==> src/ppc_map.svh <==
// timing constants and fixed values for the port pin control block
`ifndef PPC_MAP_SVH
`define PPC_MAP_SVH
`define PPC_CLK_MHZ 25
`define PPC_DEGLITCH_MIN_NS 1000
`define PPC_DEGLITCH_CYC ((`PPC_DEGLITCH_MIN_NS * `PPC_CLK_MHZ + 999) / 1000)
`define PPC_BACKOFF_MS 400
`define PPC_BACKOFF_CYC (`PPC_BACKOFF_MS * 1000 * `PPC_CLK_MHZ)
`define PPC_PROBE_MS 1
`define PPC_PROBE_CYC (`PPC_PROBE_MS * 1000 * `PPC_CLK_MHZ)
`define PPC_FSD_SLOT_US 5
`define PPC_FSD_SLOT_CYC (`PPC_FSD_SLOT_US * `PPC_CLK_MHZ)
`define PPC_FSD_PULSES 3
`define PPC_FSD_SLOTS 4
`define PPC_STRAP_SETTLE 2'h3
`define PPC_PORT_ALL_OFF 8'h00
`endif

==> src/ppc_pkg.sv <==
// types for the port pin control block
package ppc_pkg;
    typedef enum logic [4:0] {
        PPC_DET_IDLE = 5'h01,
        PPC_DET_BACKOFF = 5'h02,
        PPC_DET_PROBE_LO = 5'h04,
        PPC_DET_PROBE_HI = 5'h08,
        PPC_DET_DONE = 5'h10
    } ppc_det_e;
endpackage

==> src/ppc_deglitch.sv <==
// two-flop synchroniser followed by a stable-time deglitch filter
`include "ppc_map.svh"
module ppc_deglitch #(
    parameter int CYC = `PPC_DEGLITCH_CYC,
    parameter logic INIT = 1'b0
) (
    input wire logic mclk,
    input wire logic rst_b,
    input wire logic pin_in,
    output logic level_q
);
    logic s1_q;
    logic s2_q;
    logic [15:0] cnt_q;
    always_ff @(posedge mclk or negedge rst_b) begin
        if (!rst_b) begin
            s1_q <= INIT;
            s2_q <= INIT;
        end else begin
            s1_q <= pin_in;
            s2_q <= s1_q;
        end
    end
    always_ff @(posedge mclk or negedge rst_b) begin
        if (!rst_b) begin
            cnt_q <= 16'h0000;
            level_q <= INIT;
        end else if (s2_q == level_q) begin
            cnt_q <= 16'h0000;
        end else if (cnt_q >= 16'(CYC - 1)) begin
            cnt_q <= 16'h0000;
            level_q <= s2_q;
        end else begin
            cnt_q <= cnt_q + 16'h0001;
        end
    end
endmodule

==> src/ppc_top.sv <==
// pin-level control: interrupt, reset, fast shutdown, detection, gate drives
`include "ppc_map.svh"
module ppc_top #(
    parameter int NPORT = 8,
    parameter int BACKOFF_CYC = `PPC_BACKOFF_CYC,
    parameter int PROBE_CYC = `PPC_PROBE_CYC
) (
    input wire logic mclk,
    input wire logic rst_b,
    input wire logic por_b,
    input wire logic reset_pin_b,
    input wire logic fast_shutdown_in,
    input wire logic [2:0] shutdown_priority,
    input wire logic [23:0] port_priority,
    input wire logic [NPORT-1:0] port_on_req,
    input wire logic [NPORT-1:0] port_reset_cmd,
    input wire logic [NPORT-1:0] manual_shutdown,
    input wire logic [NPORT-1:0] overcurrent_timeout,
    input wire logic [NPORT-1:0] fast_overload,
    input wire logic supplies_ok,
    input wire logic [NPORT-1:0] port_voltage_high,
    input wire logic [NPORT-1:0] detect_req,
    input wire logic [NPORT-1:0] class_req,
    input wire logic [7:0] int_flags,
    input wire logic auto_strap_grounded,
    input wire logic serial_data_in_pin,
    input wire logic serial_data_drive_low,
    output logic int_pin_oe_b,
    output logic int_pin_out,
    output logic serial_data_out_pin_oe_b,
    output logic serial_data_out_pin_out,
    output logic serial_data_in_q,
    output logic [NPORT-1:0] port_gate_drive,
    output logic [NPORT-1:0] discharge_en,
    output logic [NPORT-1:0] probe_lo_en,
    output logic [NPORT-1:0] probe_hi_en,
    output logic [NPORT-1:0] detect_done,
    output logic [NPORT-1:0] class_active,
    output logic autonomous_en,
    output logic [NPORT-1:0] port_off_event
);
    logic rst_pin_level;
    logic fsd_level;
    logic fsd_level_d1_q;
    logic core_rst_b;
    logic sd_s1_q;
    logic sd_s2_q;
    logic [NPORT-1:0] gov_s1_q;
    logic [NPORT-1:0] gov_s2_q;
    logic [NPORT-1:0] fsd_kill_q;
    logic [NPORT-1:0] on_q;
    logic [1:0] pulse_cnt_q;
    logic [15:0] slot_q;
    logic strap_s1_q;
    logic strap_s2_q;
    logic [1:0] strap_cnt_q;
    logic fsd_rise;

    // reset pin deglitch runs on the internal power-on reset only
    ppc_deglitch #(.CYC(`PPC_DEGLITCH_CYC), .INIT(1'b1)) u_rst_dg (
        .mclk(mclk),
        .rst_b(por_b),
        .pin_in(reset_pin_b),
        .level_q(rst_pin_level)
    );
    assign core_rst_b = rst_b & por_b & rst_pin_level;

    ppc_deglitch #(.CYC(`PPC_DEGLITCH_CYC), .INIT(1'b0)) u_fsd_dg (
        .mclk(mclk),
        .rst_b(core_rst_b),
        .pin_in(fast_shutdown_in),
        .level_q(fsd_level)
    );

    function automatic logic [NPORT-1:0] prio_mask(input logic [23:0] pr,
                                                  input logic [1:0] thr);
        logic [NPORT-1:0] m;
        m = '0;
        for (int i = 0; i < NPORT; i++) begin
            m[i] = (pr[i*3 +: 3] >= {1'b0, thr});
        end
        return m;
    endfunction

    // a port goes off on a reset command or a decoded shutdown train
    function automatic logic [NPORT-1:0] off_mask(input logic [NPORT-1:0] cmd,
                                                 input logic [NPORT-1:0] kill);
        return cmd | kill;
    endfunction

    // edge detect on the filtered shutdown level; idle level is low
    always_ff @(posedge mclk or negedge core_rst_b) begin
        if (!core_rst_b) begin
            fsd_level_d1_q <= 1'b0;
        end else begin
            fsd_level_d1_q <= fsd_level;
        end
    end
    assign fsd_rise = fsd_level & ~fsd_level_d1_q;

    // two-bit pulse count, held at three: pulses counted until the slot window runs out
    always_ff @(posedge mclk or negedge core_rst_b) begin
        if (!core_rst_b) begin
            pulse_cnt_q <= 2'h0;
            slot_q <= 16'h0000;
        end else if (fsd_rise) begin
            if (pulse_cnt_q != 2'(`PPC_FSD_PULSES)) begin
                pulse_cnt_q <= pulse_cnt_q + 2'h1;
            end
            slot_q <= 16'(`PPC_FSD_SLOT_CYC * `PPC_FSD_SLOTS);
        end else if (slot_q != 16'h0000) begin
            slot_q <= slot_q - 16'h0001;
            if (slot_q == 16'h0001) begin
                pulse_cnt_q <= 2'h0;
            end
        end
    end

    // kill mask stands for one cycle when the window closes
    always_ff @(posedge mclk or negedge core_rst_b) begin
        if (!core_rst_b) begin
            fsd_kill_q <= `PPC_PORT_ALL_OFF;
        end else if (slot_q == 16'h0001 && !fsd_rise) begin
            fsd_kill_q <= prio_mask(port_priority, pulse_cnt_q)
                | {NPORT{shutdown_priority == 3'h0}};
        end else begin
            fsd_kill_q <= `PPC_PORT_ALL_OFF;
        end
    end

    // port on state; fast shutdown takes the port-reset path
    always_ff @(posedge mclk or negedge core_rst_b) begin
        if (!core_rst_b) begin
            on_q <= `PPC_PORT_ALL_OFF;
            port_off_event <= `PPC_PORT_ALL_OFF;
        end else begin
            port_off_event <= on_q & off_mask(port_reset_cmd, fsd_kill_q);
            on_q <= (on_q | port_on_req) & ~off_mask(port_reset_cmd, fsd_kill_q);
        end
    end

    always_ff @(posedge mclk or negedge core_rst_b) begin
        if (!core_rst_b) begin
            gov_s1_q <= '0;
            gov_s2_q <= '0;
        end else begin
            gov_s1_q <= fast_overload;
            gov_s2_q <= gov_s1_q;
        end
    end

    always_ff @(posedge mclk or negedge core_rst_b) begin
        if (!core_rst_b) begin
            port_gate_drive <= `PPC_PORT_ALL_OFF;
        end else begin
            port_gate_drive <= on_q & {NPORT{supplies_ok}}
                & ~overcurrent_timeout
                & ~manual_shutdown
                & ~gov_s2_q & ~off_mask(port_reset_cmd, fsd_kill_q);
        end
    end

    // per-port detection engine
    genvar g;
    generate
        for (g = 0; g < NPORT; g++) begin : gen_det
            ppc_pkg::ppc_det_e st_q;
            logic [31:0] tmr_q;
            always_ff @(posedge mclk or negedge core_rst_b) begin
                if (!core_rst_b) begin
                    st_q <= ppc_pkg::PPC_DET_IDLE;
                    tmr_q <= 32'h0000_0000;
                end else begin
                    case (st_q)
                        ppc_pkg::PPC_DET_IDLE: begin
                            if (detect_req[g] && !on_q[g]) begin
                                if (port_voltage_high[g]) begin
                                    st_q <= ppc_pkg::PPC_DET_BACKOFF;
                                    tmr_q <= 32'(BACKOFF_CYC - 1);
                                end else begin
                                    st_q <= ppc_pkg::PPC_DET_PROBE_LO;
                                    tmr_q <= 32'(PROBE_CYC - 1);
                                end
                            end
                        end
                        ppc_pkg::PPC_DET_BACKOFF: begin
                            if (tmr_q == 32'h0000_0000) begin
                                st_q <= ppc_pkg::PPC_DET_PROBE_LO;
                                tmr_q <= 32'(PROBE_CYC - 1);
                            end else begin
                                tmr_q <= tmr_q - 32'h0000_0001;
                            end
                        end
                        ppc_pkg::PPC_DET_PROBE_LO: begin
                            if (tmr_q == 32'h0000_0000) begin
                                st_q <= ppc_pkg::PPC_DET_PROBE_HI;
                                tmr_q <= 32'(PROBE_CYC - 1);
                            end else begin
                                tmr_q <= tmr_q - 32'h0000_0001;
                            end
                        end
                        ppc_pkg::PPC_DET_PROBE_HI: begin
                            if (tmr_q == 32'h0000_0000) begin
                                st_q <= ppc_pkg::PPC_DET_DONE;
                            end else begin
                                tmr_q <= tmr_q - 32'h0000_0001;
                            end
                        end
                        ppc_pkg::PPC_DET_DONE: begin
                            st_q <= ppc_pkg::PPC_DET_IDLE;
                        end
                        default: begin
                            st_q <= ppc_pkg::PPC_DET_IDLE;
                        end
                    endcase
                end
            end
            always_ff @(posedge mclk or negedge core_rst_b) begin
                if (!core_rst_b) begin
                    discharge_en[g] <= 1'b0;
                    probe_lo_en[g] <= 1'b0;
                    probe_hi_en[g] <= 1'b0;
                    detect_done[g] <= 1'b0;
                end else begin
                    discharge_en[g] <= (st_q == ppc_pkg::PPC_DET_BACKOFF);
                    probe_lo_en[g] <= (st_q == ppc_pkg::PPC_DET_PROBE_LO);
                    probe_hi_en[g] <= (st_q == ppc_pkg::PPC_DET_PROBE_HI);
                    detect_done[g] <= (st_q == ppc_pkg::PPC_DET_DONE);
                end
            end
        end
    endgenerate

    // classification has no shared resource; every port may run at once
    always_ff @(posedge mclk or negedge core_rst_b) begin
        if (!core_rst_b) begin
            class_active <= `PPC_PORT_ALL_OFF;
        end else begin
            class_active <= class_req & ~on_q;
        end
    end

    // mode strap is a pin: two flops before anything reads it
    always_ff @(posedge mclk or negedge core_rst_b) begin
        if (!core_rst_b) begin
            strap_s1_q <= 1'b0;
            strap_s2_q <= 1'b0;
        end else begin
            strap_s1_q <= auto_strap_grounded;
            strap_s2_q <= strap_s1_q;
        end
    end

    // mode strap loaded on each of the first three cycles after reset, then held; the last load is after the synchroniser has settled
    always_ff @(posedge mclk or negedge core_rst_b) begin
        if (!core_rst_b) begin
            strap_cnt_q <= 2'h0;
            autonomous_en <= 1'b0;
        end else if (strap_cnt_q != `PPC_STRAP_SETTLE) begin
            strap_cnt_q <= strap_cnt_q + 2'h1;
            autonomous_en <= strap_s2_q;
        end
    end

    // interrupt pin, open drain
    always_ff @(posedge mclk or negedge core_rst_b) begin
        if (!core_rst_b) begin
            int_pin_oe_b <= 1'b1;
            int_pin_out <= 1'b0;
        end else begin
            int_pin_oe_b <= ~(|int_flags);
            int_pin_out <= 1'b0;
        end
    end

    // split serial data lines
    always_ff @(posedge mclk or negedge core_rst_b) begin
        if (!core_rst_b) begin
            sd_s1_q <= 1'b1;
            sd_s2_q <= 1'b1;
            serial_data_in_q <= 1'b1;
            serial_data_out_pin_oe_b <= 1'b1;
            serial_data_out_pin_out <= 1'b0;
        end else begin
            sd_s1_q <= serial_data_in_pin;
            sd_s2_q <= sd_s1_q;
            serial_data_in_q <= sd_s2_q;
            serial_data_out_pin_oe_b <= ~serial_data_drive_low;
            serial_data_out_pin_out <= 1'b0;
        end
    end
endmodule

==> config.mk <==
export PLATFORM = sky130hd
export DESIGN_NAME = ppc_top
export DESIGN_NICKNAME = d
export VERILOG_FILES = /design/src/ppc_pkg.sv /design/src/ppc_deglitch.sv /design/src/ppc_top.sv
export VERILOG_INCLUDE_DIRS = /design/src
export SDC_FILE = /design/constraint.sdc
export NUM_CORES = 1
export LEC_CHECK = 0
export ABC_AREA = 1
export BUFFER_PORTS_ARGS = -buffer_cell sky130_fd_sc_hd__buf_2
export CORE_MARGIN = 2
export CORE_UTILIZATION = 45
export DETAILED_ROUTE_END_ITERATION = 8
export GPL_ROUTABILITY_DRIVEN = 0
export GPL_TIMING_DRIVEN = 0
export PLACE_DENSITY_LB_ADDON = 0.1
export SYNTH_ARGS = -nofsm -noshare
export SYNTH_HDL_FRONTEND = slang
export SYNTH_HIERARCHICAL = 1
export SYNTH_SLANG_ARGS = --single-unit
export TNS_END_PERCENT = 100
==> constraint.sdc <==
create_clock -name mclk -period 46.4 [get_ports mclk]
set_clock_uncertainty 0.05 [all_clocks]
set_input_delay 6.96 -clock mclk [delete_from_list [all_inputs] [get_ports mclk]]
set_output_delay 6.96 -clock mclk [all_outputs]
set_load 0.01 [all_outputs]
==> summary.md, run 1 <==
| Metric | Value |
|---|---|
| Worst EP arrival | 8780 ps |
| Slowest CP cell | clkbuf_1 |
| Final wirelength | 67830 um |
| Peak supply drop | 35.40 uV |
| Commonest cells after routing, fill and taps aside | 952 x nand2_1, 685 x nor2_1, 467 x inv_1 |
| Die H | 247.9 um |
| Grt ovf | 0 |
| Avg Cell Area, Syn | 7.230 um2 |
| First-pass GRT wire length | 114300 um |
| Rows | 89 |
| Post-cts repair resize count | 0 |
| Final net count | 4095 |
| Tot GR Track Use | 0.2266 |
| Commonest non-fill, non-tap cell in the layout | nand2_1 |
| Vias in the first global route | 22550 |
| Req. time, crit path | 46750 ps |
| Primary FF master, synth | dfrtp_1 |
| Relative slew slack | 0.2325 |
| Outcome | completed |
| Hold Path Stages | 0 |
| Setup TNS | 0 ps |
| CTS tree | done |
| Slew @ Worst Pin | 1151 ps |
| Critical path endpoint category | flip-flop |
| CP bufs+invs | 1 |
| Filler cells | 5854 |
| Post-layout minimum cycle time | 8428 ps |
| Antenna violations before repair | 1 |
| Post-DR wirelength/cell | 14.23 um |
| Die ar. | 0.06145 mm2 |
| Max incr delay on CP | 820 ps |
| Antenna diodes | 0 |
| Post-synth EDFFs | 0 |
| Final hold vios | 0 |
| Ports | 170 |
| Pwr/cell area | 56.43 mW/mm2 |
| # clock sinks | 451 |
| WS Path Type | primary input to flip-flop |
| Largest net degree at the start of global routing | 66 |
| H-tree levels | 2 |
| Via count | 23630 |
| Share of layout cells above drive strength 1 | 0.1407 |
| Port bufs | 166 |
| Slew Limit Fails | 0 |
| Layout Utilization | 0.5203 |
| Worst-case reg-to-reg path depth | 5 |
| Chip width | 247.9 um |
| Crit-path cells | clkbuf_1, nand3_1, nor4_1 |
| DRC viols | 0 |
| Fmax | 118.7 MHz |
| Post-CTS setup buffers | 0 |
| Dpl hpwl | 51090 um |
| P_leak | 15.83 nW |
| Cts hold-fix bufs | 0 |
| Post-route cell area | 0.03065 mm2 |
| Mapped Cells | 3702 |
| Synth warn | 6 |
| Area grow syn2layout | 14.50% |
| CTS Root Buffer Type | clkbuf_16 |
| Netlist cell types | 54 |
| Finish-stage setup viols | 0 |
| Hold WC Path Type | flip-flop to flip-flop |
| Placed instance area | 0.02884 mm2 |
| DR iter-0 viols | 1372 |
| Number of nets still failing antenna checks after routing | 0 |
| Seq/Total Area, Yosys | 0.4224 |
| Area occupied by multi-input gates | 0.01325 mm2 |
| Crit path launch type | primary input |
| Post-Syn Area | 0.02677 mm2 |
| Via density | 4.958 |
| Asr flop ratio synth | 1.000 |
| #FFs+latches synth | 451 |
| Starting density of the core | 0.4544 |
| CTS buffer count | 52 |
| Clock latency at the later pin of the worst-skew pair | 600 ps |
| Area of the core | 0.05891 mm2 |
| Max cap viols | 0 |
| Number of detailed-route iterations in the first pass | 5 |
| Crit path max-delay family | simple AND/OR/NAND/NOR gates |
| Crit. path cell count | 3 |
| Worst Path Max Fanout | 8 |
| Unrepaired setup endpoints after global routing | no |
| Final period utilization | 0.1816 |
| Hold Slack | 292.7 ps |
| Worst-case clock buffer depth | 3 |
| Register Area | 0.01131 mm2 |
| Clock slew seen by the registers of the worst setup and hold paths | 60 ps |
layer usage:
metal | vias to the layer above | wire, um | GRT usage
met5 | - | 0 | 0
met4 | 0 | 1135 | 0.04755
met3 | 88 | 3411 | 0.03525
met2 | 514 | 30400 | 0.3637
met1 | 10840 | 32880 | 0.3233
li1 | 12190 | - | -
cell usage after synthesis (2+ instances only):
cell,number,area share
buf_4,14,0.0039
o21ai_0,91,0.017
xor2_1,84,0.027
nor2_1,685,0.096
or2_2,7,0.0016
a21oi_1,41,0.0077
nor4_1,14,0.0033
inv_4,3,0.00070
a31oi_1,8,0.0019
dfrtp_1,435,0.41
nand3b_1,6,0.0017
nand2_4,8,0.0034
mux2_2,2,0.00084
inv_2,31,0.0043
inv_1,467,0.065
nand4_2,8,0.0037
o21bai_1,9,0.0025
nor2_8,3,0.0022
o21ai_2,5,0.0016
o211ai_1,9,0.0025
dfstp_2,16,0.016
nand4_1,148,0.035
a21oi_2,40,0.013
buf_2,26,0.0049
nand3_1,280,0.052
buf_6,14,0.0059
conb_1,3,0.00042
nand2_1,952,0.13
clkbuf_1,3,0.00042
nand2_2,32,0.0075
o22ai_1,12,0.0028
ha_1,37,0.017
o21a_1,8,0.0022
a22oi_1,6,0.0017
nand3_2,5,0.0019
and2_1,6,0.0014
nor2_2,66,0.015
a32oi_1,2,0.00065
nor2_4,20,0.0084
xnor2_1,34,0.011
o21ai_1,25,0.0047
nand3_4,2,0.0013
nor3_1,24,0.0045
report_power, final:
part	leakage, nW	internal [mW]	switching [mW]
combinational	9.12	0.242	0.491
clock	0.884	0.263	0.166
sequential	5.83	0.482	0.0865
cells by family (layout without fill, tap and decap cells):
logic type,count (synthesis),count (layout),synth area share
AND/OR/NAND/NOR,2270,2270,0.3744
other,3,24,0.0004207
AO/OA/AOI/OAI,261,261,0.06016
multiplexers,2,2,0.0008413
flip-flops,451,451,0.4224
adder cells (fa/ha/maj),37,37,0.01730
buffers and inverters,560,830,0.08592
XOR/XNOR,118,118,0.03861
flip-flops by register name (all words and copies together), names as in the netlist, 2 cells and up:
register,cells
on_q,8
gov_s2_q,8
u_fsd_dg/cnt_q,16
u_rst_dg/cnt_q,16
strap_cnt_q,2
class_active,8
discharge_en,8
gen_det.tmr_q,256
detect_done,8
pulse_cnt_q,2
port_gate_drive,8
probe_hi_en,8
gen_det.st_q,40
fsd_kill_q,8
slot_q,16
port_off_event,8
probe_lo_en,8
gov_s1_q,8
path summary, 6_finish.rpt:
path / endpoint / slack (ps) / from
max: port_gate_drive[6]$_DFF_PN0_ / 37970 / supplies_ok
min reg2reg: gov_s2_q[5]$_DFF_PN0_ / 290 / gov_s1_q[5]$_DFF_PN0_
max in group asynchronous: gen_det[6].st_q[0]$_DFFE_PN1P_ / 38330 / por_b
min: gov_s2_q[5]$_DFF_PN0_ / 290 / gov_s1_q[5]$_DFF_PN0_
min in group asynchronous: fsd_kill_q[4]$_DFF_PN0_ / 580 / u_rst_dg/level_q$_DFFE_PN1P_
max reg2reg: fsd_kill_q[3]$_DFF_PN0_ / 44200 / slot_q[9]$_DFFE_PN0P_
stage by stage:
step	instances	total power [mW]	setup slack [ps]
finish	4766	1.730	37970
global placement	4662	1.296	18350
floorplan	3723	1.116	25120
CTS	4766	1.748	37960
detailed placement	4669	1.305	37330
global route	4766	1.880	37880
layout make-up:
cell class | count | share of cell area
Buffer | 58 | 0.01331
Clock buffer | 74 | 0.04883
Clock inverter | 23 | 0.01008
Inverter | 502 | 0.06173
Multi-Input combinational cell | 2712 | 0.4322
Sequential cell | 451 | 0.3689
Tap cell | 773 | 0.03156
Timing Repair Buffer | 173 | 0.03340
Note: power is estimated with default switching activity, not from simulation.
==> run 2, diff against run 1 <==
--- a/config.mk
+++ b/config.mk
@@ -6,7 +6,7 @@
 export SDC_FILE = /design/constraint.sdc
 export NUM_CORES = 1
 export LEC_CHECK = 0
-export ABC_AREA = 1
+export ABC_AREA = 0
 export BUFFER_PORTS_ARGS = -buffer_cell sky130_fd_sc_hd__buf_2
 export CORE_MARGIN = 2
 export CORE_UTILIZATION = 45
==> constraint.sdc (replaced) <==
create_clock -name mclk -period 7.7 [get_ports mclk]
set_clock_uncertainty 0.05 [all_clocks]
set_input_delay 1.155 -clock mclk [delete_from_list [all_inputs] [get_ports mclk]]
set_output_delay 1.155 -clock mclk [all_outputs]
set_load 0.01 [all_outputs]
==> run 2 against run 1 <==
Clock power increased to 6.1 times the previous value. Sequential cell count unchanged. Final cell count decreased by 31%. Final area decreased by 13%. Worst setup slack got worse by 34000 ps. Die area decreased by 14%. Wire length decreased by 17%. First-iteration DRC count increased by 6.2%. Non-clock buffer count increased by 24. Combinational power increased by 130%. Critical path depth increased by 3. Power increased to 4.2 times the previous value. Largest cell class is now registers.
==> summary.md, run 2 <==
| Metric | Value |
|---|---|
| Outcome | completed |
| Biggest register | gen_det.tmr_q |
| Slowest CP cell | nor4_1 |
| WS Path Type | flip-flop to flip-flop |
| Cell taking the most area after synthesis | dfrtp_1 |
| Cts hold-fix bufs | 0 |
| Antenna diodes | 0 |
| Grt ovf | 0 |
| Final period utilization | 0.4844 |
| Ports | 170 |
| Synth area leaders | dfrtp_1 48%, nor2_1 4.1%, xor2_1 3.2% |
| Placed instance area | 0.02483 mm2 |
| Largest regs | gen_det.tmr_q (256), gen_det.st_q (40) |
| Placed insts | 3216 |
| Port bufs | 167 |
| CTS tree | done |
| Slew @ Worst Pin | 1392 ps |
| Pwr/cell area | 273.1 mW/mm2 |
| Worst EP arrival | 4140 ps |
| Critical path endpoint category | flip-flop |
| Final cell count without fillers | 3310 |
| Unrepaired setup endpoints after global routing | no |
| Primary FF master, synth | dfrtp_1 |
| #FFs+latches synth | 451 |
| Peak supply drop | 181.6 uV |
| Post-layout minimum cycle time | 3730 ps |
| Largest register FFs | 256 |
| Post-cts repair resize count | 0 |
| P_leak | 11.92 nW |
| Rows | 82 |
| Final hold vios | 0 |
| Top-area cell type share of the netlist area | 0.4764 |
| DRC viols | 0 |
| Post-DR wirelength/cell | 17.03 um |
| Share of layout cells above drive strength 1 | 0.1342 |
| Mapped Cells | 2348 |
| # clock sinks | 451 |
| Via density | 5.724 |
| Hold WC Path Type | flip-flop to flip-flop |
| Finish-stage setup viols | 0 |
| Max cap viols | 0 |
| Commonest cells after routing, fill and taps aside | 435 x dfrtp_1, 249 x nor2_1, 178 x buf_2 |
| Via count | 18950 |
| First-pass GRT wire length | 95710 um |
| Post-synth EDFFs | 0 |
| Seq/Total Area, Yosys | 0.4948 |
| Area grow syn2layout | 16.54% |
| Avg Cell Area, Syn | 9.731 um2 |
| Antenna violations before repair | 1 |
| Vias in the first global route | 18650 |
| Tot GR Track Use | 0.2171 |
| Area of the core | 0.05017 mm2 |
| Worst Path Max Fanout | 10 |
| Relative slew slack | 0.04791 |
| Worst-case clock buffer depth | 3 |
| Crit-path cells | nor4_1, nand4_1, a2111oi_0, nand3_1, xnor2_1, nor2b_1 |
| Dpl hpwl | 39530 um |
| Final wirelength | 56380 um |
| Die H | 229.3 um |
| Post-route cell area | 0.02663 mm2 |
| DR iter-0 viols | 1457 |
| Most frequent cell after synthesis | dfrtp_1 |
| Asr flop ratio synth | 1.000 |
| Netlist cell types | 97 |
| Chip width | 229.3 um |
| Setup TNS | 0 ps |
| H-tree levels | 2 |
| Final net count | 2742 |
| Max incr delay on CP | 1140 ps |
| Number of nets still failing antenna checks after routing | 0 |
| Req. time, crit path | 8110 ps |
| Post-CTS setup buffers | 0 |
| Most frequent cells after synthesis | 435 x dfrtp_1, 249 x nor2_1, 141 x nand2_1 |
| CTS buffer count | 51 |
| Clock latency at the later pin of the worst-skew pair | 590 ps |
| Fmax | 268.1 MHz |
| Commonest non-fill, non-tap cell in the layout | dfrtp_1 |
| Die ar. | 0.05259 mm2 |
| Post-Syn Area | 0.02285 mm2 |
| Number of detailed-route iterations in the first pass | 5 |
| Filler cells | 4553 |
| Clock slew seen by the registers of the worst setup and hold paths | 60 ps |
| CTS Root Buffer Type | clkbuf_16 |
| Starting density of the core | 0.4554 |
| Synth warn | 6 |
| Largest net degree at the start of global routing | 68 |
| Slew Limit Fails | 0 |
| Crit path launch type | flip-flop |
==> run 2: cells by family (layout without fill, tap and decap cells) <==
family / Yosys count / after routing / synth area share
AOI/OAI and AO/OA: 518 / 518 / 0.1493
xor gates and xnor gates: 112 / 112 / 0.04293
adders and majority gates: 37 / 37 / 0.02026
buffers and inverters: 158 / 427 / 0.02935
DFF: 451 / 451 / 0.4948
muxes: 13 / 13 / 0.006461
other: 3 / 24 / 0.0004928
and+or+nand+nor: 1056 / 1056 / 0.2564
==> run 2: worst max-delay path: cells and delay by family, from the launching register on <==
kind                      cells  cell delay (ps)
xor gates and xnor gates      1              160
AOI/OAI and AO/OA             1              870
and+or+nand+nor               4             2110
DFF                           1              400
==> run 2: layer usage <==
metal | vias up | routed length [um] | global-route usage
met2 | 464 | 26420 | 0.3532
met3 | 99 | 2776 | 0.03312
met5 | - | 0 | 0
met1 | 9210 | 25800 | 0.2978
li1 | 9175 | - | -
met4 | 0 | 1375 | 0.07204
==> run 2: layout make-up <==
class / count / area (um2) / share of cell area
Buffer: 80 / 377.9 / 0.01419
Clock buffer: 72 / 1458 / 0.05474
Clock inverter: 22 / 341.6 / 0.01283
Inverter: 78 / 292.8 / 0.01099
Multi-Input combinational cell: 1760 / 10960 / 0.4115
Sequential cell: 451 / 11310 / 0.4246
Tap cell: 672 / 840.8 / 0.03157
Timing Repair Buffer: 175 / 1056 / 0.03966
==> run 2: worst paths after layout <==
| kind | depth (start not counted) | slack [ps] | from | to |
|---|---|---|---|---|
| setup / recovery | 6 | 3970 | gen_det[7].tmr_q[5]$_DFFE_PN0P_ | gen_det[7].tmr_q[31]$_DFFE_PN0P_ |
| hold / removal | 0 | 300 | gov_s1_q[4]$_DFF_PN0_ | gov_s2_q[4]$_DFF_PN0_ |
| setup reg to reg | 6 | 3970 | gen_det[7].tmr_q[5]$_DFFE_PN0P_ | gen_det[7].tmr_q[31]$_DFFE_PN0P_ |
| hold reg to reg | 0 | 300 | gov_s1_q[4]$_DFF_PN0_ | gov_s2_q[4]$_DFF_PN0_ |
| max in group asynchronous | 6 | 5040 | por_b | gen_det[6].st_q[0]$_DFFE_PN1P_ |
| min in group asynchronous | 1 | 460 | por_b | u_rst_dg/cnt_q[7]$_DFF_PN0_ |
==> run 2: power breakdown <==
group / total, mW / switching, mW / leakage, nW / internal [mW]
registers: 3.01 / 0.332 / 5.85 / 2.68
clock network: 2.60 / 0.986 / 0.886 / 1.62
logic: 1.66 / 1.03 / 5.18 / 0.627
==> run 2: through the flow <==
stage	utilization	setup WS, ps	total power, mW	hold slack, ps
after floorplan	-	2324	4.174	281.2
after global placement	0.4905	21.69	4.634	282.4
after detailed placement	0.4949	4005	4.694	285.6
after CTS	0.5308	4102	7.347	299.2
after global routing	0.5308	3735	7.708	300.5
final	0.5308	3970	7.274	296.8
